## config.mk

```make
export PLATFORM = sky130hd
export DESIGN_NAME = pmc_power_and_mode_control
export DESIGN_NICKNAME = d
export VERILOG_FILES = /design/src/include/pmc_pkg.sv /design/src/design/pmc_mode_gate.sv /design/src/design/pmc_power_and_mode_control.sv
export SDC_FILE = /design/constraint.sdc
export NUM_CORES = 1
export LEC_CHECK = 0
export BUFFER_PORTS_ARGS = -buffer_cell sky130_fd_sc_hd__buf_2
export CAP_MARGIN = 20
export CORE_MARGIN = 2
export CORE_UTILIZATION = 43
export DETAILED_ROUTE_END_ITERATION = 16
export PLACE_DENSITY = 0.75
export SYNTH_ARGS = -nofsm -noshare
export SYNTH_HDL_FRONTEND = slang
export SYNTH_SLANG_ARGS = --single-unit
```

## constraint.sdc

```tcl
create_clock -name clock -period 2.1 [get_ports clock]
set_clock_uncertainty 0.2 [all_clocks]
set_input_delay 0.525 -clock clock [delete_from_list [all_inputs] [get_ports clock]]
set_output_delay 0.525 -clock clock [all_outputs]
set_load 0.01 [all_outputs]
```

## src/include/pmc_pkg.sv

```systemverilog
/*
 Constants shared by the power and mode control logic: control bus
 addresses, bit positions, write masks, mode codes and timing counts.
 Assumes a 100 MHz core clock and writes already decoded from the bus.
*/
// Behaviour
// - Power-on clears core hold and crystal disable.
// - Setting either bit halts all command handling.
// - General reset command still honoured while halted.
// - Core hold keeps logic and converters in reset.
// - Crystal disable stops oscillator; clearing restarts it.
// - Audio enable turns on audio from input one.
// - Mode change applies on write, within 250 us.
// - Transmit audio plus inband adds 6 dB inband gain.
// - Listed registers stay writable during receive or transmit.
`default_nettype none
package pmc_pkg;
	localparam logic [7:0] ADDR_GENERAL_RESET = 8'h01;
	localparam logic [7:0] ADDR_POWER_DOWN = 8'hc0;
	localparam logic [7:0] ADDR_MODE = 8'hc1;
	localparam logic [7:0] ADDR_AUX_MOD = 8'ha7;
	localparam logic [7:0] ADDR_OUT_GAIN = 8'hb0;
	localparam logic [7:0] ADDR_IN_GAIN = 8'hb1;
	localparam logic [7:0] ADDR_TX_TONES = 8'hc3;
	localparam logic [7:0] ADDR_TX_DATA0 = 8'hca;
	localparam logic [7:0] ADDR_TX_DATA1 = 8'hcb;
	localparam logic [7:0] ADDR_AUDIO_TONE = 8'hcd;
	localparam logic [7:0] ADDR_IRQ_MASK = 8'hce;

	localparam int PD_CORE_HOLD_BIT = 5;
	localparam int PD_XTAL_DIS_BIT = 3;
	localparam int PD_INPUT2_BIT = 2;
	localparam logic [15:0] PD_WRITE_MASK = 16'hfffc;
	localparam logic [15:0] PD_RESET = 16'h0000;

	localparam int MC_AUDIO_BIT = 14;
	localparam int MC_ALERT_SRC_BIT = 13;
	localparam int MC_ALERT_EN_BIT = 12;
	localparam int MC_INB_SRC_BIT = 11;
	localparam int MC_TONE_EN_BIT = 10;
	localparam int MC_PAIR_EN_BIT = 8;
	localparam int MC_MODEM_SRC_BIT = 4;
	localparam int MC_MODEM_EN_BIT = 2;
	localparam logic [15:0] MC_WRITE_MASK = 16'h7d17;
	localparam logic [15:0] MC_RESET = 16'h0000;

	localparam logic [1:0] MODE_IDLE = 2'h0;
	localparam logic [1:0] MODE_RX = 2'h1;
	localparam logic [1:0] MODE_TX = 2'h2;

	typedef enum {PMC_IDLE, PMC_RX, PMC_TX, PMC_UNUSED} pmc_mode_t;

	localparam int CLOCK_MHZ = 100;
	localparam int APPLY_LATENCY_US = 250;
	localparam int APPLY_LATENCY_CYCLES = APPLY_LATENCY_US * CLOCK_MHZ;

	function automatic pmc_mode_t pmc_decode_mode(input logic [1:0] code);
		pmc_decode_mode = (code == MODE_IDLE) ? PMC_IDLE :
			(code == MODE_RX) ? PMC_RX :
			(code == MODE_TX) ? PMC_TX : PMC_UNUSED;
	endfunction
endpackage
`default_nettype wire

```

## src/design/pmc_mode_gate.sv

```systemverilog
/*
 Turns the stored mode word into registered function enables and source
 selects. Assumes the mode word and hold level come from flip-flops.
*/
`timescale 1ns/100ps
`default_nettype none
module pmc_mode_gate import pmc_pkg::*; (
	input wire logic clock,
	input wire logic srst,
	input wire logic ce,
	input wire logic [15:0] modeWord,
	input wire logic coreHold,
	output logic rxActive,
	output logic txActive,
	output logic audioEnable,
	output logic watEnable,
	output logic sameEnable,
	output logic alertSource,
	output logic inbandSource,
	output logic toneGenEnable,
	output logic tonePairEnable,
	output logic modemSource,
	output logic modemEnable,
	output logic inbandBoost,
	output logic txConflict,
	output logic auxConvEnable
);
	pmc_mode_t modeSel;
	wire logic live;
	wire logic inbandOn;
	wire logic [11:0] enNext;
	logic [11:0] en_reg;

	assign modeSel = pmc_decode_mode(modeWord[1:0]);
	// A held core shows every function off, converters included.
	assign live = !coreHold;
	assign inbandOn = modeWord[MC_TONE_EN_BIT] | modeWord[MC_PAIR_EN_BIT];
	assign enNext[0] = live && modeSel == PMC_RX;
	assign enNext[1] = live && modeSel == PMC_TX;
	assign enNext[2] = live && modeWord[MC_AUDIO_BIT];
	assign enNext[3] = live && modeWord[MC_ALERT_EN_BIT];
	assign enNext[4] = modeWord[MC_ALERT_SRC_BIT];
	assign enNext[5] = modeWord[MC_INB_SRC_BIT];
	assign enNext[6] = live && modeWord[MC_TONE_EN_BIT];
	assign enNext[7] = live && modeWord[MC_PAIR_EN_BIT];
	assign enNext[8] = modeWord[MC_MODEM_SRC_BIT];
	assign enNext[9] = live && modeWord[MC_MODEM_EN_BIT];
	assign enNext[10] = enNext[1] && modeWord[MC_AUDIO_BIT] && inbandOn;
	// Flags a host breaking the one-function-at-a-time transmit limit.
	assign enNext[11] = enNext[1] && ((modeWord[MC_AUDIO_BIT] && inbandOn)
		|| (modeWord[MC_AUDIO_BIT] && modeWord[MC_MODEM_EN_BIT])
		|| (inbandOn && modeWord[MC_MODEM_EN_BIT]));

	always_ff @(posedge clock) begin
		if (srst)
			en_reg <= 12'h000;
		else if (ce)
			en_reg <= enNext;
	end

	assign rxActive = en_reg[0];
	assign txActive = en_reg[1];
	assign audioEnable = en_reg[2];
	assign watEnable = en_reg[3];
	assign sameEnable = en_reg[3];
	assign alertSource = en_reg[4];
	assign inbandSource = en_reg[5];
	assign toneGenEnable = en_reg[6];
	assign tonePairEnable = en_reg[7];
	assign modemSource = en_reg[8];
	assign modemEnable = en_reg[9];
	assign inbandBoost = en_reg[10];
	assign txConflict = en_reg[11];
	assign auxConvEnable = live;

	boost_a: assert property (@(posedge clock) disable iff (srst)
		ce && modeWord[1:0] == MODE_TX && modeWord[MC_AUDIO_BIT]
		&& modeWord[MC_TONE_EN_BIT] && !coreHold |=> inbandBoost)
		else $error("inband boost missing in transmit");
	mode_unused_a: assert property (@(posedge clock) disable iff (srst)
		ce && modeWord[1:0] == 2'h3 |=> !rxActive && !txActive)
		else $error("unused mode code activated a mode");
	alert_pair_a: assert property (@(posedge clock) disable iff (srst)
		watEnable == sameEnable)
		else $error("alert decoders enabled apart");
	source_follow_a: assert property (@(posedge clock) disable iff (srst)
		ce |=> modemSource == $past(modeWord[MC_MODEM_SRC_BIT])
		&& inbandSource == $past(modeWord[MC_INB_SRC_BIT]))
		else $error("source select did not follow mode word");
	boost_cover_c: cover property (@(posedge clock) inbandBoost);
endmodule
`default_nettype wire

```

## src/design/pmc_power_and_mode_control.sv

```systemverilog
/*
 Power-down and mode control registers with halt, general reset escape
 and receive/transmit write filtering. Assumes the serial control bus
 interface delivers each decoded command as a one-cycle strobe with its
 address and data word, synchronous to the clock.
*/
`timescale 1ns/100ps
`default_nettype none
module pmc_power_and_mode_control import pmc_pkg::*; #(
	parameter int APPLY_LIMIT = APPLY_LATENCY_CYCLES
) (
	input wire logic clock,
	input wire logic srst,
	input wire logic ce,
	input wire logic cmdStrobe,
	input wire logic [7:0] cmdAddr,
	input wire logic [15:0] cmdData,
	output logic coreResetHold,
	output logic crystalStop,
	output logic input2Enable,
	output logic [15:0] powerWord,
	output logic [15:0] modeWord,
	output logic generalResetPulse,
	output logic fwdStrobe,
	output logic [7:0] fwdAddr,
	output logic [15:0] fwdData,
	output logic droppedPulse,
	output logic lockedPulse,
	output logic rxActive,
	output logic txActive,
	output logic audioEnable,
	output logic watEnable,
	output logic sameEnable,
	output logic alertSource,
	output logic inbandSource,
	output logic toneGenEnable,
	output logic tonePairEnable,
	output logic modemSource,
	output logic modemEnable,
	output logic inbandBoost,
	output logic txConflict,
	output logic auxConvEnable
);
	// Registers that stay writable while a receive or transmit session runs.
	function automatic logic session_writable(input logic [7:0] a);
		session_writable = a == ADDR_OUT_GAIN || a == ADDR_AUX_MOD
			|| a == ADDR_IN_GAIN || a == ADDR_POWER_DOWN
			|| a == ADDR_TX_TONES || a == ADDR_TX_DATA0
			|| a == ADDR_TX_DATA1 || a == ADDR_AUDIO_TONE
			|| a == ADDR_IRQ_MASK || a == ADDR_MODE;
	endfunction

	logic [15:0] power_reg;
	logic [15:0] power_next;
	logic [15:0] mode_reg;
	logic [15:0] mode_next;
	logic genReset_reg;
	logic fwd_reg;
	logic [7:0] fwdAddr_reg;
	logic [15:0] fwdData_reg;
	logic dropped_reg;
	logic locked_reg;

	wire logic halted;
	wire logic take;
	wire logic genReset;
	wire logic accepted;
	wire logic inSession;
	wire logic ownReg;
	wire logic allowed;
	wire logic powerWrite;
	wire logic modeWrite;
	wire logic fwdNext;

	// Core hold or crystal disable stops command handling, general reset excepted.
	assign halted = power_reg[PD_CORE_HOLD_BIT]
		| power_reg[PD_XTAL_DIS_BIT];
	assign take = ce && cmdStrobe;
	assign genReset = take && cmdAddr == ADDR_GENERAL_RESET;
	assign accepted = take && !halted && !genReset;
	assign inSession = mode_reg[1:0] == MODE_RX
		|| mode_reg[1:0] == MODE_TX;
	assign ownReg = cmdAddr == ADDR_POWER_DOWN || cmdAddr == ADDR_MODE;
	// Setup registers are frozen in a session, so late writes are refused.
	assign allowed = !inSession || session_writable(cmdAddr);
	assign powerWrite = accepted && cmdAddr == ADDR_POWER_DOWN;
	assign modeWrite = accepted && cmdAddr == ADDR_MODE;
	assign fwdNext = accepted && !ownReg && allowed;
	// Reserved low power bits are kept clear whatever the host sends.
	assign power_next = genReset ? PD_RESET :
		powerWrite ? (cmdData & PD_WRITE_MASK) : power_reg;
	assign mode_next = genReset ? MC_RESET :
		modeWrite ? (cmdData & MC_WRITE_MASK) : mode_reg;

	always_ff @(posedge clock) begin
		if (srst) begin
			power_reg <= PD_RESET;
			mode_reg <= MC_RESET;
		end else if (ce) begin
			power_reg <= power_next;
			mode_reg <= mode_next;
		end
	end

	always_ff @(posedge clock) begin
		if (srst) begin
			genReset_reg <= 1'b0;
			fwd_reg <= 1'b0;
			dropped_reg <= 1'b0;
			locked_reg <= 1'b0;
		end else if (ce) begin
			genReset_reg <= genReset;
			fwd_reg <= fwdNext;
			dropped_reg <= take && halted && !genReset;
			locked_reg <= accepted && !ownReg && !allowed;
		end
	end

	always_ff @(posedge clock) begin
		if (srst) begin
			fwdAddr_reg <= 8'h00;
			fwdData_reg <= 16'h0000;
		end else if (ce && fwdNext) begin
			fwdAddr_reg <= cmdAddr;
			fwdData_reg <= cmdData;
		end
	end

	// The oscillator itself lives outside; this level stops and restarts
	// it. The host must allow settling time after a restart.
	assign crystalStop = power_reg[PD_XTAL_DIS_BIT];
	assign coreResetHold = power_reg[PD_CORE_HOLD_BIT];
	assign input2Enable = power_reg[PD_INPUT2_BIT];
	assign powerWord = power_reg;
	assign modeWord = mode_reg;
	assign generalResetPulse = genReset_reg;
	assign fwdStrobe = fwd_reg;
	assign fwdAddr = fwdAddr_reg;
	assign fwdData = fwdData_reg;
	assign droppedPulse = dropped_reg;
	assign lockedPulse = locked_reg;

	pmc_mode_gate gate (
		.clock(clock),
		.srst(srst),
		.ce(ce),
		.modeWord(mode_reg),
		.coreHold(power_reg[PD_CORE_HOLD_BIT]),
		.rxActive(rxActive),
		.txActive(txActive),
		.audioEnable(audioEnable),
		.watEnable(watEnable),
		.sameEnable(sameEnable),
		.alertSource(alertSource),
		.inbandSource(inbandSource),
		.toneGenEnable(toneGenEnable),
		.tonePairEnable(tonePairEnable),
		.modemSource(modemSource),
		.modemEnable(modemEnable),
		.inbandBoost(inbandBoost),
		.txConflict(txConflict),
		.auxConvEnable(auxConvEnable)
	);

	// Cycles since the last mode write; holds at all ones rather than wrapping.
	logic [31:0] applyCount;
	always_ff @(posedge clock) begin
		if (srst || modeWrite)
			applyCount <= 32'h0;
		else if (applyCount != 32'hffffffff)
			applyCount <= applyCount + 32'h1;
	end

	power_on_a: assert property (@(posedge clock)
		srst |=> !coreResetHold && !crystalStop)
		else $error("power bits not clear after reset");
	halt_ignore_a: assert property (@(posedge clock) disable iff (srst)
		halted && take && cmdAddr != ADDR_GENERAL_RESET
		|=> !fwdStrobe && droppedPulse && $stable(mode_reg))
		else $error("command acted on while halted");
	reset_escape_a: assert property (@(posedge clock) disable iff (srst)
		genReset |=> !coreResetHold && !crystalStop
		&& mode_reg == MC_RESET && generalResetPulse)
		else $error("general reset did not release halt");
	hold_gates_a: assert property (@(posedge clock) disable iff (srst)
		ce && coreResetHold && !genReset |=> !auxConvEnable && !audioEnable
		&& !rxActive && !txActive)
		else $error("processing active under core hold");
	crystal_stop_a: assert property (@(posedge clock) disable iff (srst)
		powerWrite |=> crystalStop == $past(cmdData[PD_XTAL_DIS_BIT]))
		else $error("crystal stop not following write");
	audio_apply_a: assert property (@(posedge clock) disable iff (srst)
		modeWrite && cmdData[MC_AUDIO_BIT]
		##1 ce && !coreResetHold
		|=> audioEnable)
		else $error("audio enable did not apply");
	apply_bound_a: assert property (@(posedge clock) disable iff (srst)
		ce && applyCount == 32'h1 && !coreResetHold
		|=> txActive == ($past(mode_reg[1:0]) == MODE_TX)
		&& applyCount < APPLY_LIMIT)
		else $error("mode change not applied in time");
	session_lock_a: assert property (@(posedge clock) disable iff (srst)
		accepted && inSession && !ownReg |=> fwdStrobe
		== session_writable($past(cmdAddr)) && lockedPulse == !fwdStrobe)
		else $error("session write filter wrong");
	// Only the general reset may move the stored words out of a halt.
	halt_freeze_a: assert property (@(posedge clock) disable iff (srst)
		ce && halted && !genReset
		|=> $stable(power_reg) && $stable(mode_reg) && !fwdStrobe)
		else $error("halted state changed without general reset");
	mode_store_a: assert property (@(posedge clock) disable iff (srst)
		modeWrite |=> modeWord == ($past(cmdData) & MC_WRITE_MASK))
		else $error("mode word not stored on write");
	fwd_copy_a: assert property (@(posedge clock) disable iff (srst)
		fwdNext |=> fwdStrobe && fwdAddr == $past(cmdAddr)
		&& fwdData == $past(cmdData))
		else $error("forwarded write lost address or data");
	halt_cover_c: cover property (@(posedge clock) disable iff (srst)
		halted && take && !genReset);
	escape_cover_c: cover property (@(posedge clock) disable iff (srst)
		halted ##1 genReset);
	locked_cover_c: cover property (@(posedge clock) lockedPulse);
	tx_cover_c: cover property (@(posedge clock) txActive && txConflict);
endmodule
`default_nettype wire

```

==> flow_summary_export.csv, run 1 <==
group,metric,value,unit
synth,synth_enable_flop_cells,0,
cts,clkSinkCount,64,
detailed_routing,vias,2259,
global_routing,track_usage,0.189,
synth,yosys.area_share.xor_xnor,0,
detailed_routing,avgViaCountPerCell,4.95,
placed_design,hpwl,4570,µm
worst_setup_path,cp-start-kind,"register",
sta,period_minus_slack,1.91,ns
worst_setup_path,endpoint_kind,"register",
cts,htree_levels,3,
sta,fmax,0.524,GHz
sta,hold_viol,0,
placed_design,place_congestion,0.791,
cells_and_area,final_nets,406,
cts,clockRootBuffer,"clkbuf_8",
synth,synth_area_leader_cell,"dfxtp_1",
placed_design,dp.cells,440,
sta,rsz0062_at_grt,"false",
sta,setup_viol,0,
cells_and_area,diodes,0,
detailed_routing,drtAntennaViolNets,0,
die,die_x,82.4,µm
cells_and_area,drive_gt1_frac,0.381,
global_routing,antenna_found_initial,0,
cells_and_area,syn2layout_area_growth,32.4,%
synth,yosysUniqueCellTypes,43,
die,die_area,6780,µm²
worst_setup_path,critPathArrivalTime,1.92,ns
sta,post-route-period-util,0.909,
worst_setup_path,crit_chain,"inv_1 > ha_1 > o311ai_4 > buf_4 > mux2i_1 > nor2_1",
die,die_h,82.4,µm
global_routing,grt_first_pass_wirelength,9720,µm
die,coreArea,5920,µm²
cells_and_area,fin_cells,456,
placed_design,port_buffers,96,
die,initial_core_util,0.446,
cts,cts.path.max_buffers,2,
power,p_per_area,727,nW/µm²
synth,async_reset_ff_frac,0,
die,rows,28,
cells_and_area,largest_reg_flops,16,
power,ir_drop,0.359,mV
worst_setup_path,required,2.11,ns
synth,ys_ff_latch,64,
worst_setup_path,worstPathMaxFanout,8,
worst_setup_path,critPathMaxStageDelay,0.35,ns
synth,synthFlopType,"dfxtp_1",
synth,syn_avg_cell_area,9.92,µm²
synth,netlist_area,2640,µm²
global_routing,grt_overflow,0,
detailed_routing,wire_per_inst,13.8,µm
hold_path,hold_path.class,"input port to register",
cts,numCtsBuffers,9,
sta,hold_ws,0.240,ns
detailed_routing,route.detailed.drc,0,
cts,cts_hold_buf,0,
sta,drv_slew,0,
outcome,outcome,"finished, final reports clean",
synth,muxShareOfSynthArea,0.136,
synth,synth_top_family_by_area,"simple AND/OR/NAND/NOR gates",
detailed_routing,drt_iter0_drc,79,
synth,synth_compound_area_frac,0.110,
detailed_routing,drtPass1Iterations,4,
run,cap_violations,0,
cts,cts_tree,"built",
cells_and_area,stdcell_area,3490,µm²
global_routing,grt_pass1_vias,2018,
global_routing,grt_max_degree,35,
placed_design,placedInstanceArea,3290,µm²
worst_setup_path,critPathSlowestCell,"o311ai_4",
detailed_routing,wl,6280,µm
synth,synthSimpleGateAreaFrac,0.182,
worst_setup_path,path_class,"register to register",
synth,synth_top_area_frac,0.485,
cts,clk_latency,0.33,ns
synth,synth_fa_ha_area_frac,0.00948,
die,ioPinCount,105,
synth,synth_area_leaders,"dfxtp_1, mux2i_1, nor2_1",
synth,ys_seq_area_frac,0.485,
cts,clk_pin_slew,0.07,ns
synth,syn_inst,266,
synth,yosysWarnings,0,
power,leakagePower,1.72,nW
-- synth_stat cells, drive strengths merged (2+ instances only) --
| library cell | number |
|---|---|
| dfxtp | 64 |
| nor2 | 47 |
| mux2i | 36 |
| buf | 21 |
| a21oi | 11 |
| nand2 | 11 |
| nand3 | 9 |
| a22o | 8 |
| a22oi | 8 |
| clkbuf | 7 |
| nor3 | 5 |
| inv | 4 |
| nand3b | 3 |
| nand4bb | 3 |
| nor2b | 3 |
| and2 | 2 |
| ha | 2 |
| nand4b | 2 |
| o21ai | 2 |
-- worst paths after layout --
| path | start | endpoint | slack (ns) | depth (start not counted) |
|---|---|---|---|---|
| worst min-delay path | cmdData[7] | fwdData[7] | 0.24 | 3 |
| worst max-delay path | modeWord[0] | fwdAddr[6] | 0.19 | 6 |
| worst max register to register | modeWord[0] | fwdAddr[6] | 0.19 | 6 |
| worst min register to register | gate.en_reg[11] | gate.en_reg[11] | 0.25 | 2 |
-- stage by stage --
stage / total power [mW] / TNS (ns) / util / setup slack (ns)
6_report: 2.54 / 0 / 0.590 / 0.191
3_5_place_dp: 1.50 / -3.41 / 0.555 / -0.182
2_1_floorplan: 1.40 / 0 / - / 0.00184
3_3_place_gp: 1.49 / -2.60 / 0.555 / -0.162
5_1_grt: 2.63 / 0 / 0.590 / 0.0811
4_1_cts: 2.56 / 0 / 0.590 / 0.160
-- kinds of logic after synthesis --
kind of cell | count (synthesis)
AND/OR/NAND/NOR | 94
adder cells (fa/ha/maj) | 2
multiplexers | 36
flip-flops | 64
buffers and inverters | 32
AO/OA/AOI/OAI | 37
other | 1
-- per-layer routing --
| metal | vias to the layer above | GRT usage | wire, µm |
|---|---|---|---|
| met5 | - | 0 | 0 |
| met4 | 0 | 0.0833 | 122 |
| met3 | 13 | 0.0500 | 428 |
| met2 | 87 | 0.285 | 2900 |
| met1 | 1023 | 0.254 | 2830 |
| li1 | 1136 | - | - |
-- report_power, final --
| group | switching, mW | internal [mW] | leakage, nW |
|---|---|---|---|
| clock network | 0.487 | 0.582 | 0.0949 |
| registers | 0.0121 | 1.24 | 0.519 |
| logic | 0.125 | 0.0958 | 1.10 |
| total | 0.624 | 1.91 | 1.72 |
-- worst max-delay path: cells and delay by family (launching register included) --
| kind | cells | cell delay (ns) |
|---|---|---|
| flip-flops | 1 | 0.34 |
| multiplexers | 1 | 0.20 |
| buffers and inverters | 2 | 0.30 |
| AND/OR/NAND/NOR | 1 | 0.06 |
| adder cells (fa/ha/maj) | 1 | 0.34 |
| AO/OA/AOI/OAI | 1 | 0.35 |
-- final cells by class --
| class | instances | area [µm²] |
|---|---|---|
| Timing Repair Buffer | 120 | 711 |
| Clock buffer | 10 | 138 |
| Fill cell | 521 | 2430 |
| Multi-Input combinational cell | 177 | 1190 |
| Inverter | 4 | 15.0 |
| Clock inverter | 6 | 66.3 |
| Tap cell | 75 | 93.8 |
| Sequential cell | 64 | 1280 |
-- layout by cell type (no fill, tap or decap), types with 3 or more instances in the layout --
cell and instances:
buf_2 96, dfxtp_1 64, nor2_1 47, mux2i_1 36, buf_4 20, nand2_1 11
a21oi_1 10, clkbuf_8 10, nand3_1 9, a22oi_1 8, a22o_1 8, conb_1 8
inv_1 4, buf_12 4, nand3b_1 3, nand4bb_1 3, clkinvlp_4 3
-- what timing repair did --
| item | 4_1_cts | 5_1_grt |
|---|---|---|
| setup buffers | 0 | 0 |
| resized for setup | 0 | 1 |
| setup endpoints to repair | 0 | 8 |
Note: power is estimated with default switching activity, not from simulation.
==> run 2, diff against run 1 <==
Settings changed: ABC_AREA from default to 1, CORE_UTILIZATION 43 to 45, PLACE_DENSITY 0.75 to 0.76.
==> run 2 against run 1 <==
  * Design area rose by 8.7%
  * Final cell count is 33% higher
  * Die area rose by 6.2%
  * Via count is 31% higher
  * Hold slack better by 0.0075 ns
  * Combinational power up 31%
  * Sequential power hardly changed
  * Clock power rose by 17%
  * Global-route usage increased by 2.6 points
  * Largest power group unchanged
==> flow_summary_export.csv, run 2 <==
group,metric,value,unit
sta,rsz0062_at_grt,"false",
hold_path,hp-start,"cmdData[9]",
cells_and_area,stdcell_area,3800,µm²
cells_and_area,final_util,0.598,
sta,hold_viol,0,
detailed_routing,avgViaCountPerCell,4.88,
synth,synth_area_leader_cell,"dfxtp_1",
global_routing,antenna_found_initial,0,
cts,cts_tree,"built",
worst_setup_path,r2r-start,"powerWord[3]",
cts,clockRootBuffer,"clkbuf_8",
sta,setup_viol,0,
synth,async_reset_ff_frac,0,
synth,synthFlopType,"dfxtp_1",
power,p_per_area,738,nW/µm²
placed_design,placedInstanceArea,3550,µm²
detailed_routing,vias,2955,
sta,fmax,0.506,GHz
global_routing,grt_pass1_vias,2634,
cts,htree_levels,3,
worst_setup_path,cp-startpoint,"powerWord[3]",
die,die_x,84.9,µm
worst_setup_path,critPathMaxStageDelay,0.59,ns
worst_setup_path,endpoint_kind,"register",
cells_and_area,final_nets,554,
sta,post-route-period-util,0.940,
global_routing,grt_overflow,0,
sta,worst_pin_slew,0.726,ns
hold_path,hold_path.class,"input port to register",
cts,cts.path.max_buffers,2,
global_routing,track_usage,0.215,
detailed_routing,wl,7540,µm
run,cap_violations,0,
worst_setup_path,required,2.17,ns
placed_design,hpwl,5470,µm
die,die_h,84.9,µm
synth,synth.most_common_cell,"nand2_1",
worst_setup_path,critPathArrivalTime,2.05,ns
power,leakagePower,1.91,nW
placed_design,pre_cts_ws,-0.400,ns
synth,synth_area_leaders,"dfxtp_1, nand2_1, a21oi_1",
synth,synth_top_area_frac,0.435,
cells_and_area,syn2layout_area_growth,29.0,%
worst_setup_path,critPathSlowestCell,"nor2_4",
synth,synth_enable_flop_cells,0,
detailed_routing,drt_iter0_drc,127,
synth,yosysWarnings,0,
cells_and_area,mostFrequentLayoutCell,"nand2_1",
die,coreArea,6350,µm²
cts,clk_latency,0.34,ns
sta,setup_slack,0.126,ns
die,ioPinCount,105,
synth,yosysUniqueCellTypes,29,
detailed_routing,wire_per_inst,12.4,µm
placed_design,place_congestion,0.908,
cells_and_area,diodes,0,
power,finalPower,2.80,mW
synth,ys_ff_latch,64,
outcome,outcome,"finished, final reports clean",
sta,period_minus_slack,1.97,ns
synth,syn_inst,414,
detailed_routing,drtPass1Iterations,5,
global_routing,grt_max_degree,33,
cells_and_area,largest_reg_flops,16,
synth,netlist_area,2940,µm²
power,ir_drop,0.432,mV
sta,hold_ws,0.247,ns
cts,numCtsBuffers,9,
detailed_routing,drtAntennaViolNets,0,
die,initial_core_util,0.464,
cells_and_area,drive_gt1_frac,0.321,
cts,clk_pin_slew,0.07,ns
cells_and_area,final_cell_mix,"nand2_1, buf_2, dfxtp_1",
synth,synth_common_cells,"nand2_1, dfxtp_1, a21oi_1",
global_routing,grt_first_pass_wirelength,12200,µm
synth,syn_avg_cell_area,7.11,µm²
sta,max_slew_margin,0.515,
worst_setup_path,crit_chain,"or2_1 > nor2_2 > nand2_1 > nor2_4 > nand3_1 > a21oi_1",
cts,clkSinkCount,64,
worst_setup_path,worstPathMaxFanout,25,
die,die_area,7210,µm²
detailed_routing,route.detailed.drc,0,
sta,drv_slew,0,
worst_setup_path,path_class,"register to register",
die,rows,29,
placed_design,port_buffers,96,
synth,ys_seq_area_frac,0.435,
cts,cts_setup_buffers,0,
worst_setup_path,cp-start-kind,"register",
==> run 2: changes by cell type in the layout (fill, tap and decap cells not counted), sizes merged, moves of 8 or more <==
cell and delta:
a22o -8, mux2i -36, nand3 +23, a21oi +50
nand2 +103, nor2 +9, inv +36, a22oi -8
==> run 2: through the flow <==
stage / instances / setup TNS, ns
global placement: 589 / -8.34
CTS: 606 / 0
detailed placement: 589 / -9.96
global route: 606 / 0
finish: 606 / 0
floorplan: 421 / 0
==> run 2: routing by layer <==
metal,track usage,vias to the layer above,share of wire
met5,0,-,0
met4,0.114,0,0.030
met3,0.0623,18,0.079
met2,0.320,107,0.45
met1,0.283,1331,0.44
li1,-,1499,-
==> run 2: worst paths after layout <==
path	slack [ns]	to	cells after the start
setup / recovery	0.13	lockedPulse	6
hold / removal	0.25	powerWord[9]	3
setup reg to reg	0.13	lockedPulse	6
hold reg to reg	0.26	gate.en_reg[9]	2
==> run 2: where the power goes <==
part	switching, mW	internal, mW	leakage [nW]
logic	0.170	0.118	1.26
registers	0.0196	1.25	0.521
clock network	0.503	0.744	0.121
==> run 2: logic make-up (layout without fill, tap and decap cells) <==
logic type / count (synthesis) / after routing / synth area share
and+or+nand+nor: 205 / 206 / 0.292
other: 1 / 8 / 0.00127
buffers and inverters: 73 / 180 / 0.130
DFF: 64 / 64 / 0.435
AOI/OAI and AO/OA: 68 / 68 / 0.129
adders and majority gates: 3 / 3 / 0.0119
==> run 2: timing repair <==
action                                  4_1_cts  5_1_grt
pin swaps                                     1        1
gates cloned                                  1        0
resized for setup                             1        0
hold buffers                                  0        0
endpoints found under the setup margin       26        2
==> run 2: area by class of cell <==
class / instances / area [µm²]
Sequential cell: 64 / 1280
Clock inverter: 5 / 86.3
Fill cell: 620 / 2550
Multi-Input combinational cell: 285 / 1320
Timing Repair Buffer: 124 / 716
Inverter: 40 / 150
Clock buffer: 11 / 151
Tap cell: 77 / 96.3
==> run 2: critical path: cells and delay by family (launching register included) <==
kind	cells	cell delay, ns
simple gates	5	1.25
flops	1	0.31
compound gates	1	0.14
